$ cat config.mk
export PLATFORM = sky130hd
export DESIGN_NAME = brsp_top
export DESIGN_NICKNAME = d
export VERILOG_FILES = /design/src/include/brsp_pkg.sv /design/src/design/brsp_sync.sv /design/src/design/brsp_top.sv
export VERILOG_INCLUDE_DIRS = /design/src /design/src/include
export SDC_FILE = /design/constraint.sdc
export NUM_CORES = 1
export LEC_CHECK = 0
export BUFFER_PORTS_ARGS = -buffer_cell sky130_fd_sc_hd__buf_2
export CORE_MARGIN = 10
export CORE_UTILIZATION = 52
export DETAILED_ROUTE_END_ITERATION = 6
export PLACE_DENSITY = 0.76
export SLEW_MARGIN = 20
export SYNTH_ARGS = -nofsm -noshare
export SYNTH_HDL_FRONTEND = slang
export SYNTH_SLANG_ARGS = --single-unit
$ cat constraint.sdc
create_clock -name i_ref_clk -period 2.26 [get_ports i_ref_clk]
set_input_delay 0.565 -clock i_ref_clk [delete_from_list [all_inputs] [get_ports i_ref_clk]]
set_output_delay 0.565 -clock i_ref_clk [all_outputs]
set_load 0.1 [all_outputs]
$ cat src/include/brsp_cfg.svh
// timing counts and strap encodings for the boot rom serial port
`ifndef BRSP_CFG_SVH
`define BRSP_CFG_SVH
`define BRSP_CLK_MHZ       125
`define BRSP_RATE_SLOW_MHZ 30
`define BRSP_RATE_FAST_MHZ 60
// half serial period in clocks, rounded up so the rate never exceeds the limit
`define BRSP_HALF_SLOW ((`BRSP_CLK_MHZ + 2*`BRSP_RATE_SLOW_MHZ - 1) / (2*`BRSP_RATE_SLOW_MHZ))
`define BRSP_HALF_FAST ((`BRSP_CLK_MHZ + 2*`BRSP_RATE_FAST_MHZ - 1) / (2*`BRSP_RATE_FAST_MHZ))
`define BRSP_STRAP_SLOW    1'h0
`define BRSP_STRAP_FAST    1'h1
`define BRSP_BYTE_BITS     8
`define BRSP_LAST_BIT      3'h7
`endif

$ cat src/include/brsp_pkg.sv
// types shared by the boot rom serial port pin logic
package brsp_pkg;
  typedef enum logic [1:0] {
    BRSP_MODE_ROM,
    BRSP_MODE_GPIO,
    BRSP_MODE_TWI
  } brsp_mode_t;

  typedef struct packed {
    logic out;
    logic oe;
  } brsp_pin_t;

  typedef struct packed {
    logic       valid;
    logic [7:0] data;
    logic       last;
  } brsp_byte_req_t;

  typedef struct packed {
    logic       valid;
    logic [7:0] data;
  } brsp_byte_rsp_t;
endpackage

$ cat src/design/brsp_sync.sv
// two flip-flop synchroniser for pin inputs
`timescale 1ns/1ps
module brsp_sync #(
  parameter int W = 1
) (
  input  wire logic         i_ref_clk,
  input  wire logic [W-1:0] i_async,
  output logic      [W-1:0] o_sync
);
  logic [W-1:0] meta_ff;
  logic [W-1:0] sync_ff;

  // no reset: a reset here would only fake a pin level for two cycles
  always_ff @(posedge i_ref_clk) begin
    meta_ff <= i_async;
    sync_ff <= meta_ff;
  end

  assign o_sync = sync_ff;
endmodule

$ cat src/design/brsp_top.sv
// serial boot rom port pin control with strap latch and shared pin modes
`timescale 1ns/1ps
`include "brsp_cfg.svh"

// What this block does
// RL1: chip select is driven low to select the memory and held high in power-down while the port is enabled.
// RL2: the serial clock goes out to the memory and is held low for as long as reset is asserted.
// RL3: during reset the data-out/strap pin is left undriven with its weak pull-down on.
// RL4: on reset release the strap level is latched, the pull-down is dropped and the pin becomes data out.
// RL5: the port runs at the slow rate for strap 0 and the fast rate for strap 1.
// RL6: the board fits no resistor for the slow rate and a pull-up for the fast rate.
// RL7: with strap 1 the data-out pin floats during suspend.
// RL8: with strap 0 the data-out pin is driven low during suspend.
// RL9: in normal use the data-out pin shifts command and address bits to the memory.
// RL10: read data comes in on the data-in pin, which always has a weak pull-down.
// RL11: firmware may turn the clock and data-out pins into inputs, edge inputs or outputs.
// RL12: with a two-wire eeprom the clock pin serves as that eeprom's clock.
// RL13: with a two-wire eeprom the data-out pin serves as that eeprom's data line.
// RL14: chip select stays low through a transaction, the clock toggles only then, and data follows it.
module brsp_top
  import brsp_pkg::*;
(
  input  wire logic           i_ref_clk,
  input  wire logic           i_srst,
  input  wire logic           i_port_enable,
  input  wire logic           i_power_down,
  input  wire logic           i_suspend,
  input  brsp_mode_t          i_pin_mode,
  input  brsp_byte_req_t      i_byte_req,
  output logic                o_byte_ready,
  output brsp_byte_rsp_t      o_byte_rsp,
  input  wire logic [1:0]     i_gpio_out,
  input  wire logic [1:0]     i_gpio_oe,
  input  wire logic [1:0]     i_gpio_edge_rise,
  output logic      [1:0]     o_gpio_in,
  output logic      [1:0]     o_gpio_edge,
  input  wire logic           i_twi_scl_low,
  input  wire logic           i_twi_sda_low,
  output logic                o_twi_scl_in,
  output logic                o_twi_sda_in,
  output logic                o_strap_valid,
  output logic                o_strap_fast,
  output logic                o_busy,
  input  wire logic           i_shared_io_clock_pin,
  output brsp_pin_t           o_shared_io_clock_pin,
  input  wire logic           i_shared_io_data_pin,
  output brsp_pin_t           o_shared_io_data_pin,
  output logic                o_rom_rate_strap_pd_en,
  input  wire logic           i_rom_serial_in,
  output logic                o_rom_serial_in_pd_en,
  output brsp_pin_t           o_rom_sel_n_pin
);
  typedef enum logic {ST_IDLE, ST_SHIFT} brsp_state_t;

  logic [2:0] pins_sync;
  logic       clk_pin_s;
  logic       dat_pin_s;
  logic       di_s;

  brsp_sync #(.W(3)) u_sync (
    .i_ref_clk (i_ref_clk),
    .i_async   ({i_shared_io_clock_pin, i_shared_io_data_pin, i_rom_serial_in}),
    .o_sync    (pins_sync)
  );
  assign clk_pin_s = pins_sync[2];
  assign dat_pin_s = pins_sync[1];
  assign di_s      = pins_sync[0];

  // strap capture: the synchronised pin is taken on the first edge after release
  logic rst_d_ff;
  logic strap_valid_ff;
  logic strap_fast_ff;
  logic nxt_strap_valid;
  logic nxt_strap_fast;

  always_comb begin
    nxt_strap_valid = strap_valid_ff;
    nxt_strap_fast  = strap_fast_ff;
    if (i_srst) begin
      nxt_strap_valid = 1'b0;
      nxt_strap_fast  = `BRSP_STRAP_SLOW;
    end else if (rst_d_ff) begin
      nxt_strap_valid = 1'b1; // RL4
      nxt_strap_fast  = dat_pin_s; // RL4
    end
  end

  always_ff @(posedge i_ref_clk) begin
    rst_d_ff       <= i_srst;
    strap_valid_ff <= nxt_strap_valid;
    strap_fast_ff  <= nxt_strap_fast;
  end

  // serial engine
  brsp_state_t state_ff;
  brsp_state_t nxt_state;
  logic [1:0]  half_cnt_ff;
  logic [1:0]  nxt_half_cnt;
  logic [2:0]  bit_cnt_ff;
  logic [2:0]  nxt_bit_cnt;
  logic [7:0]  tx_sh_ff;
  logic [7:0]  nxt_tx_sh;
  logic [7:0]  rx_sh_ff;
  logic [7:0]  nxt_rx_sh;
  logic        last_ff;
  logic        nxt_last;
  logic        sclk_ff;
  logic        nxt_sclk;
  logic        sel_ff;
  logic        nxt_sel;
  logic        rsp_valid_ff;
  logic        nxt_rsp_valid;
  logic [7:0]  rsp_data_ff;
  logic [7:0]  nxt_rsp_data;
  logic [1:0]  half_top;
  logic        port_live;

  always_comb begin
    if (strap_fast_ff == `BRSP_STRAP_FAST) begin
      half_top = 2'(`BRSP_HALF_FAST - 1); // RL5
    end else begin
      half_top = 2'(`BRSP_HALF_SLOW - 1); // RL5
    end
  end

  assign port_live    = i_port_enable && strap_valid_ff && !i_power_down && !i_suspend
                        && (i_pin_mode == BRSP_MODE_ROM);
  assign o_byte_ready = port_live && (state_ff == ST_IDLE);

  always_comb begin
    nxt_state     = state_ff;
    nxt_half_cnt  = half_cnt_ff;
    nxt_bit_cnt   = bit_cnt_ff;
    nxt_tx_sh     = tx_sh_ff;
    nxt_rx_sh     = rx_sh_ff;
    nxt_last      = last_ff;
    nxt_sclk      = sclk_ff;
    nxt_sel       = sel_ff;
    nxt_rsp_valid = 1'b0;
    nxt_rsp_data  = rsp_data_ff;
    if (!port_live) begin
      // leaving the port mid-byte abandons the transaction cleanly
      nxt_state    = ST_IDLE;
      nxt_sclk     = 1'b0;
      nxt_sel      = 1'b0; // RL1
      nxt_half_cnt = 2'h0;
    end else begin
      unique case (state_ff)
        ST_IDLE: begin
          nxt_sclk = 1'b0; // RL14
          if (i_byte_req.valid) begin
            nxt_state    = ST_SHIFT;
            nxt_sel      = 1'b1; // RL14
            nxt_tx_sh    = i_byte_req.data; // RL9
            nxt_last     = i_byte_req.last;
            nxt_bit_cnt  = 3'h0;
            nxt_half_cnt = 2'h0;
          end
        end
        ST_SHIFT: begin
          nxt_half_cnt = half_cnt_ff + 2'h1;
          if (half_cnt_ff == half_top) begin
            nxt_half_cnt = 2'h0;
            nxt_sclk     = !sclk_ff; // RL14
            if (sclk_ff) begin
              // sampled at the falling edge: the two-flop delay then looks back
              // to about the rising edge, where the memory's data is settled
              nxt_rx_sh = {rx_sh_ff[6:0], di_s}; // RL10
              if (bit_cnt_ff == `BRSP_LAST_BIT) begin
                nxt_state     = ST_IDLE;
                nxt_rsp_valid = 1'b1;
                nxt_rsp_data  = {rx_sh_ff[6:0], di_s};
                nxt_sel       = !last_ff; // RL14
              end else begin
                nxt_bit_cnt = bit_cnt_ff + 3'h1;
                nxt_tx_sh   = {tx_sh_ff[6:0], 1'b0}; // RL9
              end
            end
          end
        end
      endcase
    end
    if (i_srst) begin
      nxt_state     = ST_IDLE;
      nxt_half_cnt  = 2'h0;
      nxt_bit_cnt   = 3'h0;
      nxt_tx_sh     = 8'h00;
      nxt_rx_sh     = 8'h00;
      nxt_last      = 1'b0;
      nxt_sclk      = 1'b0; // RL2
      nxt_sel       = 1'b0;
      nxt_rsp_valid = 1'b0;
      nxt_rsp_data  = 8'h00;
    end
  end

  always_ff @(posedge i_ref_clk) begin
    state_ff     <= nxt_state;
    half_cnt_ff  <= nxt_half_cnt;
    bit_cnt_ff   <= nxt_bit_cnt;
    tx_sh_ff     <= nxt_tx_sh;
    rx_sh_ff     <= nxt_rx_sh;
    last_ff      <= nxt_last;
    sclk_ff      <= nxt_sclk;
    sel_ff       <= nxt_sel;
    rsp_valid_ff <= nxt_rsp_valid;
    rsp_data_ff  <= nxt_rsp_data;
  end

  assign o_byte_rsp    = '{valid: rsp_valid_ff, data: rsp_data_ff};
  assign o_busy        = sel_ff;
  assign o_strap_valid = strap_valid_ff;
  assign o_strap_fast  = strap_fast_ff;

  // pin drive: computed here, registered so pads see clean levels
  brsp_pin_t clk_pin_ff;
  brsp_pin_t dat_pin_ff;
  brsp_pin_t sel_pin_ff;
  brsp_pin_t nxt_clk_pin;
  brsp_pin_t nxt_dat_pin;
  brsp_pin_t nxt_sel_pin;
  logic      dat_pd_ff;
  logic      nxt_dat_pd;

  always_comb begin
    nxt_clk_pin = '{out: sclk_ff, oe: 1'b1};
    nxt_dat_pin = '{out: tx_sh_ff[7], oe: 1'b1}; // RL9
    nxt_dat_pd  = 1'b0; // RL4
    nxt_sel_pin = '{out: !sel_ff, oe: i_port_enable}; // RL1
    if (i_power_down && i_port_enable) begin
      nxt_sel_pin = '{out: 1'b1, oe: 1'b1}; // RL1
    end
    unique case (i_pin_mode)
      BRSP_MODE_ROM: begin
      end
      BRSP_MODE_GPIO: begin
        nxt_clk_pin = '{out: i_gpio_out[1], oe: i_gpio_oe[1]}; // RL11
        nxt_dat_pin = '{out: i_gpio_out[0], oe: i_gpio_oe[0]}; // RL11
      end
      BRSP_MODE_TWI: begin
        // open drain: only ever pulls low
        nxt_clk_pin = '{out: 1'b0, oe: i_twi_scl_low}; // RL12
        nxt_dat_pin = '{out: 1'b0, oe: i_twi_sda_low}; // RL13
      end
      default: begin
        nxt_clk_pin = '{out: 1'b0, oe: 1'b1};
        nxt_dat_pin = '{out: 1'b0, oe: 1'b0};
      end
    endcase
    if (i_suspend) begin
      if (strap_fast_ff == `BRSP_STRAP_FAST) begin
        nxt_dat_pin = '{out: 1'b0, oe: 1'b0}; // RL7
      end else begin
        nxt_dat_pin = '{out: 1'b0, oe: 1'b1}; // RL8
      end
    end
    // until the strap is taken the pin stays a pulled-down input
    if (i_srst || !strap_valid_ff) begin
      nxt_dat_pin = '{out: 1'b0, oe: 1'b0}; // RL3
      nxt_dat_pd  = 1'b1; // RL3
    end
    if (i_srst) begin
      nxt_clk_pin = '{out: 1'b0, oe: 1'b1}; // RL2
      nxt_sel_pin = '{out: 1'b1, oe: 1'b1};
    end
  end

  always_ff @(posedge i_ref_clk) begin
    clk_pin_ff <= nxt_clk_pin;
    dat_pin_ff <= nxt_dat_pin;
    sel_pin_ff <= nxt_sel_pin;
    dat_pd_ff  <= nxt_dat_pd;
  end

  assign o_shared_io_clock_pin  = clk_pin_ff;
  assign o_shared_io_data_pin   = dat_pin_ff;
  assign o_rom_sel_n_pin        = sel_pin_ff;
  assign o_rom_rate_strap_pd_en = dat_pd_ff;
  assign o_rom_serial_in_pd_en  = 1'b1; // RL10

  // shared pins read back as inputs and edge events
  logic [1:0] gpio_d_ff;
  logic [1:0] nxt_gpio_d;
  logic [1:0] edge_ff;
  logic [1:0] nxt_edge;

  always_comb begin
    nxt_gpio_d = {clk_pin_s, dat_pin_s};
    nxt_edge   = 2'h0;
    for (int k = 0; k < 2; k++) begin
      if (i_pin_mode == BRSP_MODE_GPIO && !i_srst) begin
        nxt_edge[k] = i_gpio_edge_rise[k] ? (nxt_gpio_d[k] && !gpio_d_ff[k])
                                          : (!nxt_gpio_d[k] && gpio_d_ff[k]); // RL11
      end
    end
  end

  always_ff @(posedge i_ref_clk) begin
    gpio_d_ff <= nxt_gpio_d;
    edge_ff   <= nxt_edge;
  end

  assign o_gpio_in    = gpio_d_ff;
  assign o_gpio_edge  = edge_ff;
  assign o_twi_scl_in = gpio_d_ff[1]; // RL12
  assign o_twi_sda_in = gpio_d_ff[0]; // RL13
endmodule

==> results of run 1 <==
## routing by layer
layer / vias up / GRT usage (%) / wire (um)
li1: 841 / - / -
met1: 791 / 14.0 / 2050
met2: 39 / 18.9 / 2000
met3: 2 / 5.41 / 306
met4: 0 / 4.04 / 23
met5: - / 0 / 0
## sequential cells by signal, summed over array words and instances, names as in the netlist, 2 cells and up
name and cells:
o_shared_io_data_pin 2, u_sync.meta_ff 3, o_gpio_edge 2, o_gpio_in 2, rx_sh_ff 7, tx_sh_ff 8, o_rom_sel_n_pin 2, u_sync.o_sync 3
half_cnt_ff 2, rsp_data_ff 8, bit_cnt_ff 3, o_shared_io_clock_pin 2
## cell usage after synthesis, types with 2 or more instances
cell type / count
buf_2: 3
a21oi_1: 16
o21ai_0: 6
ha_1: 2
nor3_1: 5
nor4_1: 2
nand2b_1: 2
nor3b_1: 4
buf_4: 6
a311oi_2: 7
o2111ai_2: 2
nand4_1: 2
nor2b_1: 3
nor2_1: 27
buf_1: 2
and3b_1: 2
dfxtp_1: 53
mux2i_1: 25
nand2_1: 4
buf_6: 3
clkbuf_1: 4
and3_1: 2
or2_2: 4
nand3b_1: 4
## worst reg2reg max path, delay by kind of cell, from the launching register on
family,cells,cell delay [ps]
compound gates,2,430
flops,1,390
simple gates,2,1000
## final timing paths
kind	to	cells after the start	from	slack (ps)
setup reg to reg	tx_sh_ff[1]	4	half_cnt_ff[1]	360
hold reg to reg	u_sync.o_sync[1]	0	u_sync.meta_ff[1]	330
setup / recovery	o_byte_ready	5	i_pin_mode[0]	200
hold / removal	u_sync.o_sync[1]	0	u_sync.meta_ff[1]	330
## power breakdown
group / switching [mW] / internal, mW / total (mW) / leakage [nW]
registers: 0.00956 / 0.950 / 0.960 / 0.432
logic: 0.136 / 0.0456 / 0.181 / 0.691
clock network: 0.309 / 0.220 / 0.530 / 0.0445
## metrics by stage
stage | utilization (%) | cells | cell area (sq um) | hold WS (ps) | worst slack [ps]
global placement | 61.4 | 302 | 2470 | 312 | 222
detailed placement | 61.4 | 302 | 2470 | 313 | 197
CTS | 63.6 | 310 | 2560 | 337 | 194
finish | 63.6 | 310 | 2560 | 334 | 197
floorplan | - | 209 | 2190 | 310 | 3.85
global route | 63.6 | 310 | 2560 | 330 | 152
## cell type report
type                            count  area share, %
Inverter                            1          0.146
Tap cell                           50           2.44
Clock buffer                        5           2.68
Multi-Input combinational cell    137           39.1
Clock inverter                      3          0.830
Sequential cell                    53           41.5
Timing Repair Buffer               61           13.3
## cells by family (layout without fill, tap and decap cells)
logic type	after synthesis	count (layout)	share of synthesized area (%)
AO/OA/AOI/OAI	37	37	13.6
XOR/XNOR	1	1	0.404
adder cells (fa/ha/maj)	2	2	1.15
buffers and inverters	19	70	5.54
flip-flops	53	53	48.9
multiplexers	26	26	12.1
other	1	1	0.173
AND/OR/NAND/NOR	70	70	18.2
==> metrics.md, run 1 <==
| Metric | Value |
|---|---|
| Dpl hpwl | `3.20 mm` |
| Vias post-DR | `1673` |
| Overflow after GRT | `0` |
| Synth warn | `0` |
| Final net count | `289` |
| Site row count | `23` |
| WP data arrival | `1500 ps` |
| Starting density of the core | `53.9%` |
| IO Port Bufs | `53` |
| Worst-Margin Slew | `573 ps` |
| CTS Buf Count | `5` |
| Data required, critical path | `1690 ps` |
| RSZ-0062 raised after global routing | `false` |
| Peak VDD IR | `0.397 mV` |
| Global-route wire length before repair | `7.27 mm` |
| Fin. Hold Viols | `0` |
| Antenna violations before repair | `0` |
| Post-synth top area share | `48.9%` |
| Syn avg cell area | `10.4 sq um` |
| Crit Path Class | `primary input to output pin` |
| Multi-input logic area | `0.00100 sq mm` |
| Filler Cells Inserted | `355` |
| DRT Wirelength | `4.38 mm` |
| FF+latch count, synth | `53` |
| Post-synthesis cell count | `209` |
| Area delta synth->final | `18.2%` |
| Worst-path clk slew | `90 ps` |
| Post-CTS Resized | `0` |
| Top cells by area, synth | `dfxtp_1, mux2i_1, a311oi_2` |
| Worst Clk Skew | `6.68 ps` |
| Clock Tree Buf Depth | `2` |
| CTS tree | `built` |
| FF+latch area | `0.00106 sq mm` |
| Largest net degree at the start of global routing | `33` |
| Htree depth | `2` |
| Io pins | `55` |
| Core Region | `0.00403 sq mm` |
| Final Setup Violations | `0` |
| Post-CTS Setup Bufs | `0` |
| Via count of the first global-routing pass | `1589` |
| CP peak stage delay | `350 ps` |
| GR Util All Layers | `12.0%` |
| Router iterations before antenna repair | `4` |
| Layout cell share with drive strength beyond 1 | `34.2%` |
| Syn nets | `239` |
| CTS Root Cell | `clkbuf_8` |
| Most frequent cells in the layout | `buf_2, dfxtp_1, nor2_1` |
| Pins Over Slew Limit | `0` |
| Critical path's slowest cell | `and4bb_1` |
| Via density | `5.40` |
| CP Launch Type | `primary input` |
| P per Cell Area | `652 mW/mm^2` |
| Final Critical Period | `2060 ps` |
| Wirelength per Cell | `14.1 um` |
| Diodes inserted | `0` |
| Hold buffers post-CTS | `0` |
| HP Class | `flip-flop to flip-flop` |
| Total Die Area | `0.00716 sq mm` |
| Die height | `84.6 um` |
| Total Neg Setup Slack | `0 ps` |
| Die Width | `84.6 um` |
| Clock Sinks | `53` |
| Syn Std Cell Area | `0.00217 sq mm` |
| Async SR Flop Fraction | `0%` |
| Number of DRC markers in iteration 0 | `109` |
| Crit-path cells | `buf_2, and4bb_1, nand2_4, nor2_4, buf_12` |
| Top FF cell, synth | `dfxtp_1` |
| Buf+Inv Stages, Crit Path | `2` |
| Worst path top cell family by delay | `simple AND/OR/NAND/NOR gates` |
| Largest fanout on the critical path | `8` |
| Sequential fraction of the synthesis area | `48.9%` |
| Critical path capture point type | `output pin` |
| Synth area leader | `dfxtp_1` |
| Total power | `1.67 mW` |
| Antenna-violating nets left | `0` |
| Final worst-path cycle share | `91.3%` |
| Worst skew pair latency | `300 ps` |
| Gp weighted congestion | `0.772` |
| Relative slew slack | `61.8%` |
| Drt drc | `0` |
| P_leak | `1.17 nW` |
| Max Fclk | `0.485 GHz` |
| Status | `finished, final reports clean` |
| Max-cap violations | `0` |
| Synth cell types | `43` |
| Post-synth EDFFs | `0` |
| Commonest non-fill, non-tap cell in the layout | `buf_2` |
(Power assumes the default switching activity.)
==> run 2, diff against run 1 <==
- REMOVE_ABC_BUFFERS: default -> 1
==> run 2 against run 1 <==
Against the previous run: final area is 0.78% higher; die area stayed put; first-iteration DRC count is 32% lower; worst setup slack worse by 38 ps; cell count is 0.32% higher; critical path depth is 1 lower; combinational power hardly changed.
==> metrics.md, run 2 (synthesis gave the netlist of run 1 again) <==
| Metric | Value |
|---|---|
| Gp weighted congestion | `0.728 (-5.7%)` |
| Core Region | `0.00403 sq mm (unchanged)` |
| Overflow after GRT | `0 (unchanged)` |
| Global-route wire length before repair | `7.71 mm (+6.2%)` |
| Final worst-path cycle share | `93.0% (+1.7 points)` |
| Worst Clk Skew | `6.83 ps (+0.155 ps)` |
| Antenna violations before repair | `0 (unchanged)` |
| Max-cap violations | `0 (unchanged)` |
| Clock Tree Buf Depth | `2 (unchanged)` |
| Final net count | `290 (+0.35%)` |
| Biggest regs | `rsp_data_ff x8, tx_sh_ff x8, rx_sh_ff x7` |
| Peak VDD IR | `0.439 mV (+10%)` |
| Max Fclk | `0.476 GHz (-1.8%)` |
| Worst-Margin Slew | `545 ps (-27.3 ps)` |
| HP Class | `flip-flop to flip-flop` |
| Crit Path Class | `flip-flop to output pin` |
| Worst-path clk slew | `100 ps (about the same)` |
| P per Cell Area | `697 mW/mm^2 (+7.0%)` |
| Fin cells | `311 (+0.32%)` |
| P_leak | `1.17 nW (+0.48%)` |
| Router iterations before antenna repair | `4 (unchanged)` |
| Final Setup Violations | `0 (unchanged)` |
| Area delta synth->final | `19.1%` |
| CTS Buf Count | `5 (unchanged)` |
| Commonest non-fill, non-tap cell in the layout | `dfxtp_1` |
| Drt drc | `0 (unchanged)` |
| Filler Cells Inserted | `352 (-0.85%)` |
| CTS Root Cell | `clkbuf_8` |
| Via count of the first global-routing pass | `1668 (+5.0%)` |
| RSZ-0062 raised after global routing | `false` |
| Layout cell share with drive strength beyond 1 | `33.0% (-1.3 points)` |
| Htree depth | `2 (unchanged)` |
| Die Width | `84.6 um (unchanged)` |
| Post-CTS Setup Bufs | `0 (unchanged)` |
| Starting density of the core | `53.9% (unchanged)` |
| Final setup margin | `159 ps (-38.3 ps)` |
| Status | `finished, final reports clean` |
| Setup Slack @ Placement | `163 ps (-33.8 ps)` |
| Final Critical Period | `2100 ps (+38.3 ps)` |
| CP Launch Type | `flip-flop` |
| Total Die Area | `0.00716 sq mm (unchanged)` |
| Die height | `84.6 um (unchanged)` |
| Site row count | `23 (unchanged)` |
| CTS tree | `built` |
| Vias post-DR | `1651 (-1.3%)` |
| Fin. Hold Viols | `0 (unchanged)` |
| Largest net degree at the start of global routing | `33 (unchanged)` |
| Diodes inserted | `0 (unchanged)` |
| Largest fanout on the critical path | `4 (-4)` |
| GR Util All Layers | `12.7% (+0.79 points)` |
| Hold buffers post-CTS | `0 (unchanged)` |
| Data required, critical path | `1690 ps (about the same)` |
| DRT Wirelength | `4.56 mm (+4.0%)` |
| Dpl hpwl | `3.37 mm (+5.3%)` |
| Most frequent cells in the layout | `dfxtp_1, buf_2, nor2_1` |
| Antenna-violating nets left | `0 (unchanged)` |
| Pins Over Slew Limit | `0 (unchanged)` |
| Critical path capture point type | `output pin` |
| Placed cells | `303 (+0.33%)` |
| IO Port Bufs | `53 (unchanged)` |
| Via density | `5.31 (-1.6%)` |
| Post-CTS Resized | `0 (unchanged)` |
| Relative slew slack | `63.6% (+1.8 points)` |
| Number of DRC markers in iteration 0 | `74 (-32%)` |
| Wirelength per Cell | `14.6 um (+3.6%)` |
| Clock Sinks | `53 (unchanged)` |
| Io pins | `55 (unchanged)` |
| Worst skew pair latency | `300 ps (about the same)` |
| WP data arrival | `1540 ps (+40 ps)` |
==> run 2: worst paths after layout <==
check | from | end | slack (ps) | cells past startpoint
setup reg to reg | half_cnt_ff[1] | tx_sh_ff[3] | 360 | 4
hold reg to reg | u_sync.meta_ff[2] | u_sync.o_sync[2] | 330 | 0
hold / removal | u_sync.meta_ff[2] | u_sync.o_sync[2] | 330 | 0
setup / recovery | o_strap_valid | o_byte_ready | 160 | 4
==> run 2: stage by stage <==
stage | setup TNS, ps | power [mW] | hold slack, ps | instance area [sq um] | util [%]
floorplan | -1900 | 1.10 | 310 | 2050 | -
global placement | 0 | 1.16 | 310 | 2460 | 61.1
detailed placement | 0 | 1.16 | 315 | 2460 | 61.1
CTS | 0 | 1.82 | 335 | 2580 | 64.1
global route | 0 | 1.87 | 340 | 2580 | 64.1
finish | 0 | 1.80 | 331 | 2580 | 64.1
==> run 2: layout make-up <==
class	count	area (sq um)	area share (%)
multi-input cells	137	988	38.3
well taps	50	62.6	2.42
repair buffers	62	348	13.5
flip-flops and latches	53	1060	41.1
clock inverters	2	37.5	1.45
clock buffers	6	82.6	3.20
inverters	1	3.75	0.145
==> run 2: layer usage <==
metal,wire [um],share of wire (%),vias up,GRT usage (%)
met3,316,6.9,4,4.93
li1,-,-,842,-
met5,0,0,-,0
met2,2130,47,45,21.1
met1,2070,46,760,14.8
met4,31,0.68,0,3.89
==> run 2: worst max-delay path, stage by stage, from the launching register on <==
cell      delay (ps)
dfxtp_1          420
and4bb_1         290
nand2_1          100
nor2_1           210
buf_12           210
==> run 2: report_power, final <==
group | leakage, nW | total (mW) | switching [mW] | internal (mW)
Sequential | 0.432 | 0.958 | 0.00841 | 0.950
Clock | 0.0574 | 0.660 | 0.300 | 0.360
Combinational | 0.684 | 0.183 | 0.137 | 0.0467
Total | 1.17 | 1.80 | 0.445 | 1.36
